--- src/hw/bis_pkg.sv ---
// Package with offsets, field layout and reset values of the bridge status word.
package bis_pkg;
   // =====================================================================
   // Register map
   // =====================================================================
   localparam logic [7:0] BIS_OFS_STATUS  = 8'h84;
   // =====================================================================
   // Field positions of the status word
   // =====================================================================
   localparam int         BIS_FN_LSB      = 0;
   localparam int         BIS_DEV_LSB     = 3;
   localparam int         BIS_BUS_LSB     = 8;
   localparam int         BIS_WIDE_BIT    = 16;
   localparam int         BIS_FAST_BIT    = 17;
   // =====================================================================
   // Reset values
   // =====================================================================
   localparam logic [2:0] BIS_FN_RST      = 3'h0;
   localparam logic [4:0] BIS_DEV_RST     = 5'h1f;
   localparam logic [7:0] BIS_BUS_RST     = 8'hff;
   // =====================================================================
   // Address phase decoding
   // =====================================================================
   localparam logic [3:0] BIS_CMD_CFG_WR  = 4'hb;
   localparam logic [1:0] BIS_CFG_TYPE0   = 2'h0;
endpackage

--- src/hw/bis_status_reg.sv ---
// Bridge identity and status word with configuration address capture.
`timescale 1ns/1ps
module bis_status_reg
   import bis_pkg::*;
#(
   parameter logic [2:0] FUNC_NUM = BIS_FN_RST
)(
   input  wire logic        clock,
   input  wire logic        nrst,
   input  wire logic        cfg_addr_valid,
   input  wire logic [3:0]  cfg_cmd,
   input  wire logic        cfg_idsel,
   input  wire logic [31:0] cfg_ad,
   input  wire logic        rd_en,
   input  wire logic [7:0]  rd_offset,
   input  wire logic [7:0]  prim_bus_num,
   input  wire logic        reverse_mode,
   input  wire logic        wide_capable_strap,
   input  wire logic        wide_request_n,
   output logic [31:0]      rd_data_q,
   output logic             rd_valid_q,
   output logic [15:0]      completer_id_q,
   output logic             wide_flag_q,
   output logic             fast_flag_q
);
   // =====================================================================
   // Declarations
   // =====================================================================
   logic [4:0]  dev_q;
   logic [4:0]  dev_d;
   logic [7:0]  bus_q;
   logic [7:0]  bus_d;
   logic [31:0] rd_data_d;
   logic        rd_valid_d;
   logic [15:0] completer_id_d;
   logic        hit;

   // Assembles the status word; used for the read data only.
   function automatic logic [31:0] status_word(input logic [7:0] bus,
                                               input logic [4:0] dev,
                                               input logic wide,
                                               input logic fast);
      logic [31:0] w;
      w = 32'h0;
      w[BIS_FN_LSB +: 3]  = FUNC_NUM;
      w[BIS_DEV_LSB +: 5] = dev;
      w[BIS_BUS_LSB +: 8] = bus;
      w[BIS_WIDE_BIT]     = wide;
      w[BIS_FAST_BIT]     = fast;
      return w;
   endfunction

   // =====================================================================
   // Strap capture
   // =====================================================================
   bis_strap_sampler u_strap (
      .clock              (clock),
      .nrst               (nrst),
      .reverse_mode       (reverse_mode),
      .wide_capable_strap (wide_capable_strap),
      .wide_request_n     (wide_request_n),
      .wide_flag_q        (wide_flag_q),
      .fast_flag_q        (fast_flag_q)
   );

   // =====================================================================
   // Address phase decode
   // =====================================================================
   // The decode relies on the host keeping the type 0 write format; any
   // other cycle, including type 1 or a read, leaves the device number.
   assign hit = cfg_addr_valid && cfg_cmd == BIS_CMD_CFG_WR && cfg_idsel
                && cfg_ad[1:0] == BIS_CFG_TYPE0
                && cfg_ad[10:8] == FUNC_NUM;

   // =====================================================================
   // Device number capture
   // =====================================================================
   // There is no write path into this word at all, so a software write to
   // offset 84h simply falls on the floor; only an addressing cycle moves
   // the device number.
   always_comb begin
      dev_d = dev_q;
      if (hit) begin
         dev_d = cfg_ad[15:11];
      end
   end

   // Device number register; reset leaves the all-ones number.
   always_ff @(posedge clock or negedge nrst) begin
      if (!nrst) begin
         dev_q <= BIS_DEV_RST;
      end else begin
         dev_q <= dev_d;
      end
   end

   // =====================================================================
   // Bus number mirror
   // =====================================================================
   // The copy costs one cycle of latency, which is harmless since software
   // changes the primary bus number far less often than it reads it.
   always_comb begin
      bus_d = prim_bus_num;
   end

   // Bus number register.
   always_ff @(posedge clock or negedge nrst) begin
      if (!nrst) begin
         bus_q <= BIS_BUS_RST;
      end else begin
         bus_q <= bus_d;
      end
   end

   // =====================================================================
   // Read port
   // =====================================================================
   // Unmapped offsets still answer, with zero, so a host never waits on an
   // address that this block does not own.
   always_comb begin
      rd_valid_d = rd_en;
      rd_data_d  = 32'h0;
      if (rd_en && rd_offset == BIS_OFS_STATUS) begin
         rd_data_d = status_word(bus_q, dev_q, wide_flag_q, fast_flag_q);
      end
   end

   // Read answer registers.
   always_ff @(posedge clock or negedge nrst) begin
      if (!nrst) begin
         rd_data_q  <= 32'h0;
         rd_valid_q <= 1'b0;
      end else begin
         rd_data_q  <= rd_data_d;
         rd_valid_q <= rd_valid_d;
      end
   end

   // =====================================================================
   // Completer ID
   // =====================================================================
   // Registered so the ID is a clean flop output; it trails a device number
   // capture by one cycle, which a split completion never notices.
   always_comb begin
      completer_id_d = {bus_q, dev_q, FUNC_NUM};
   end

   // Completer ID register.
   always_ff @(posedge clock or negedge nrst) begin
      if (!nrst) begin
         completer_id_q <= {BIS_BUS_RST, BIS_DEV_RST, BIS_FN_RST};
      end else begin
         completer_id_q <= completer_id_d;
      end
   end
endmodule

--- src/hw/bis_strap_sampler.sv ---
// Catches the mode and wide-request straps once, just after reset release.
`timescale 1ns/1ps
module bis_strap_sampler
   import bis_pkg::*;
(
   input  wire logic clock,
   input  wire logic nrst,
   input  wire logic reverse_mode,
   input  wire logic wide_capable_strap,
   input  wire logic wide_request_n,
   output logic      wide_flag_q,
   output logic      fast_flag_q
);
   logic done_q;
   logic done_d;
   logic wide_flag_d;
   logic fast_flag_d;

   // =====================================================================
   // Capture at the first edge after release
   // =====================================================================
   // The async reset may only load constants, so the straps are caught by
   // the first clock edge after nrst rises and then frozen.
   always_comb begin
      done_d      = 1'b1;
      wide_flag_d = wide_flag_q;
      fast_flag_d = fast_flag_q;
      if (!done_q) begin
         wide_flag_d = reverse_mode & wide_capable_strap
                       & ~wide_request_n;
         fast_flag_d = reverse_mode;
      end
   end

   // Registers only.
   always_ff @(posedge clock or negedge nrst) begin
      if (!nrst) begin
         done_q      <= 1'b0;
         wide_flag_q <= 1'b0;
         fast_flag_q <= 1'b0;
      end else begin
         done_q      <= done_d;
         wide_flag_q <= wide_flag_d;
         fast_flag_q <= fast_flag_d;
      end
   end
endmodule

--- config.mk ---
export PLATFORM = sky130hd
export DESIGN_NAME = bis_status_reg
export DESIGN_NICKNAME = d
export VERILOG_FILES = /design/src/hw/bis_pkg.sv /design/src/hw/bis_status_reg.sv /design/src/hw/bis_strap_sampler.sv
export SDC_FILE = /design/constraint.sdc
export NUM_CORES = 1
export LEC_CHECK = 0
export BUFFER_PORTS_ARGS = -buffer_cell sky130_fd_sc_hd__buf_2
export CAP_MARGIN = 20
export CORE_UTILIZATION = 40
export DETAILED_ROUTE_END_ITERATION = 10
export PLACE_DENSITY = 0.82
export SLEW_MARGIN = 25
export SYNTH_ARGS = -nofsm -noshare
export SYNTH_HDL_FRONTEND = slang
export SYNTH_HIERARCHICAL = 1
export SYNTH_SLANG_ARGS = --single-unit
--- constraint.sdc ---
create_clock -name clock -period 1.35 [get_ports clock]
set_clock_uncertainty 0.15 [all_clocks]
set_input_delay 0.2025 -clock clock [delete_from_list [all_inputs] [get_ports clock]]
set_output_delay 0.2025 -clock clock [all_outputs]
set_load 0.01 [all_outputs]
==> results.yml <==
global_route:
  grt_pass1_wl_um: 4360
  grt_usage_pct: 14.8
  grt_pass1_vias: 938
  overflow: 0
  grt_max_degree: 46
  antenna_found_initial: 0
sta:
  setup_violations: 0
  max_freq_mhz: 768
  timing.setup.tns_ns: 0
  fin_crit_ns: 1.30
  finalHoldViolations: 0
  drv_slew: 0
  finalCritPeriodShare_pct: 96.5
  rsz0062_at_grt: "no"
  hold-worst-slack_ns: 0.0154
setup_path:
  crit_path_max_incr_delay_ns: 0.52
  startpoint: "completer_id_q[7]"
  arrival_ns: 0.95
  timing.rr.end: "u_strap/fast_flag_q"
  start_kind: "flip-flop"
  worst-path-stages: 1
  crit_chain: "buf_2"
  worst-path-buf-inv: 1
  rr_startpoint: "u_strap/done_q"
  r2r_cells: 1
  required_ns: 1.00
  path_class: "flip-flop to output port"
  path_max_fanout: 1
  rrSetupSlack_ns: 0.36
  setup.worst_path.end: "completer_id_q[7]"
  crit_family: "flip-flops"
  endpoint_kind: "output port"
  crit_slowest_cell: "dfstp_2"
detailed_routing:
  wl_per_cell_um: 11.5
  antenna_left: 0
  met3WireLength_um: 214
  met2_length_um: 1390
  drt-initial-drc-count: 57
  drc: 0
  wl_met1_um: 996
  via_per_inst: 4.20
  highest_layer: "met4"
  num_vias: 995
  firstDrtPassIters: 3
  routed_wl_um: 2730
clock_tree:
  cts_resized: 0
  h-tree-depth: 2
  cts.clk_slew.worst_paths_ns: 0.07
  cts.sinks: 45
  cts_buffer_depth: 2
  insertion_delay_ns: 0.30
  cts-buffers-inserted: 5
  cts_tree: "built"
  clockRootBuffer: "clkbuf_8"
hold_path:
  hp-class: "primary input to flip-flop"
  min-delay-start: "reverse_mode"
cells_and_area:
  finish.utilization_pct: 58.2
  area_delta_synth_final_pct: 37.6
  final_cell_mix: "buf_2 (68), dfstp_2 (26), conb_1 (21), dfrtp_1 (19), dlygate4sd3_1 (16)"
  final_common_cell: "buf_2"
  num-nets-final: 248
  drive_gt1_share_pct: 60.3
  diodes: 0
  fillers: 303
power:
  power.leakage_uw: 0.00114
  ir_drop_v: 0.000401
  p_total_uw: 2500
  powerDensity_mw_per_mm2: 1150
synthesis:
  ys_ff_latch: 45
  synth_cells: 98
  syn_area_mm2: 0.00157
  synth_warnings: 6
  ys_types: 15
  ys_seq_area_share_pct: 73.7
  avgSynthCellArea_um2: 16.0
die:
  ios: 111
  rows: 22
  fp.dieW_um: 64.7
  dieArea_mm2: 0.00419
  core-area_mm2: 0.00372
  initial_core_util_pct: 42.3
  dieHeight_um: 64.7
placed_design:
  place.gp.congestion: 0.780
  port_buffers: 68
  dp_hpwl_um: 1940
run_status:
  run_status: "finished, final reports clean"
job:
  cap_violations: 0
## how the worst min path moves through the flow
stage                     slack [ns]  cells past startpoint                   to
after global routing           0.003                      2  u_strap/fast_flag_q
after global placement          0.04                      2           rd_valid_q
after detailed placement        0.05                      2           rd_valid_q
after CTS                      0.002                      2  u_strap/fast_flag_q
after floorplan                -0.24                      0        rd_data_q[10]
final                           0.02                      2  u_strap/fast_flag_q
## through the flow
step	setup WS (ns)	instances	area, um2
after floorplan	0.214	117	1640
after global placement	0.0852	213	1900
after detailed placement	0.0577	213	1900
after CTS	0.0309	237	2160
after global routing	0.00967	237	2160
final	0.0475	237	2160
## state kept, by name, summed over array words and instances, names as in the netlist
name	flops
u_strap/done_q	1
bus_q	8
rd_data_q	15
dev_q	5
u_strap/fast_flag_q	1
completer_id_q	13
rd_valid_q	1
u_strap/wide_flag_q	1
## power by group
part	internal, uW	leakage, uW	switching, uW
logic	98.1	0.000553	95.5
registers	1410	0.000529	14.9
clock network	462	0.0000542	418
total	1970	0.00114	528
## metal layers
layer | global-route usage [%] | up-vias
met5 | 0 | -
met4 | 11.9 | 0
met3 | 5.46 | 16
met2 | 24.1 | 59
met1 | 15.0 | 468
li1 | - | 452
## synthesized netlist by cell type
cell | n | area [um2]
nor3_1 | 2 | 10.0
nor2_1 | 1 | 3.75
nand3_2 | 1 | 10.0
dfstp_2 | 26 | 683
and4b_1 | 1 | 10.0
conb_1 | 2 | 7.51
and2_1 | 15 | 93.8
buf_6 | 1 | 11.3
mux2_2 | 6 | 67.6
dfrtp_1 | 19 | 475
buf_4 | 20 | 150
and4_4 | 1 | 11.3
nor4b_2 | 1 | 15.0
a32o_2 | 1 | 11.3
and4bb_2 | 1 | 12.5
## timing repair
item,in CTS,in global routing
hold buffers,16,0
hold endpoints to repair,60,0
setup buffers,0,0
## cell type report
| cell class | count | area, um2 | share of cell area, % |
|---|---|---|---|
| Multi-Input combinational cell | 51 | 324 | 15.0 |
| Clock inverter | 1 | 5.00 | 0.231 |
| Tap cell | 48 | 60.1 | 2.77 |
| Sequential cell | 45 | 1160 | 53.5 |
| Clock buffer | 7 | 96.3 | 4.45 |
| Timing Repair Buffer | 85 | 520 | 24.0 |
## logic make-up after synthesis
kind of cell	after synthesis	share of synthesized area, %
AND/OR/NAND/NOR	23	10.6
multiplexers	6	4.30
other	2	0.478
AO/OA/AOI/OAI	1	0.716
buffers and inverters	21	10.3
flip-flops	45	73.7
No activity file was read; power rests on OpenSTA's default activity.
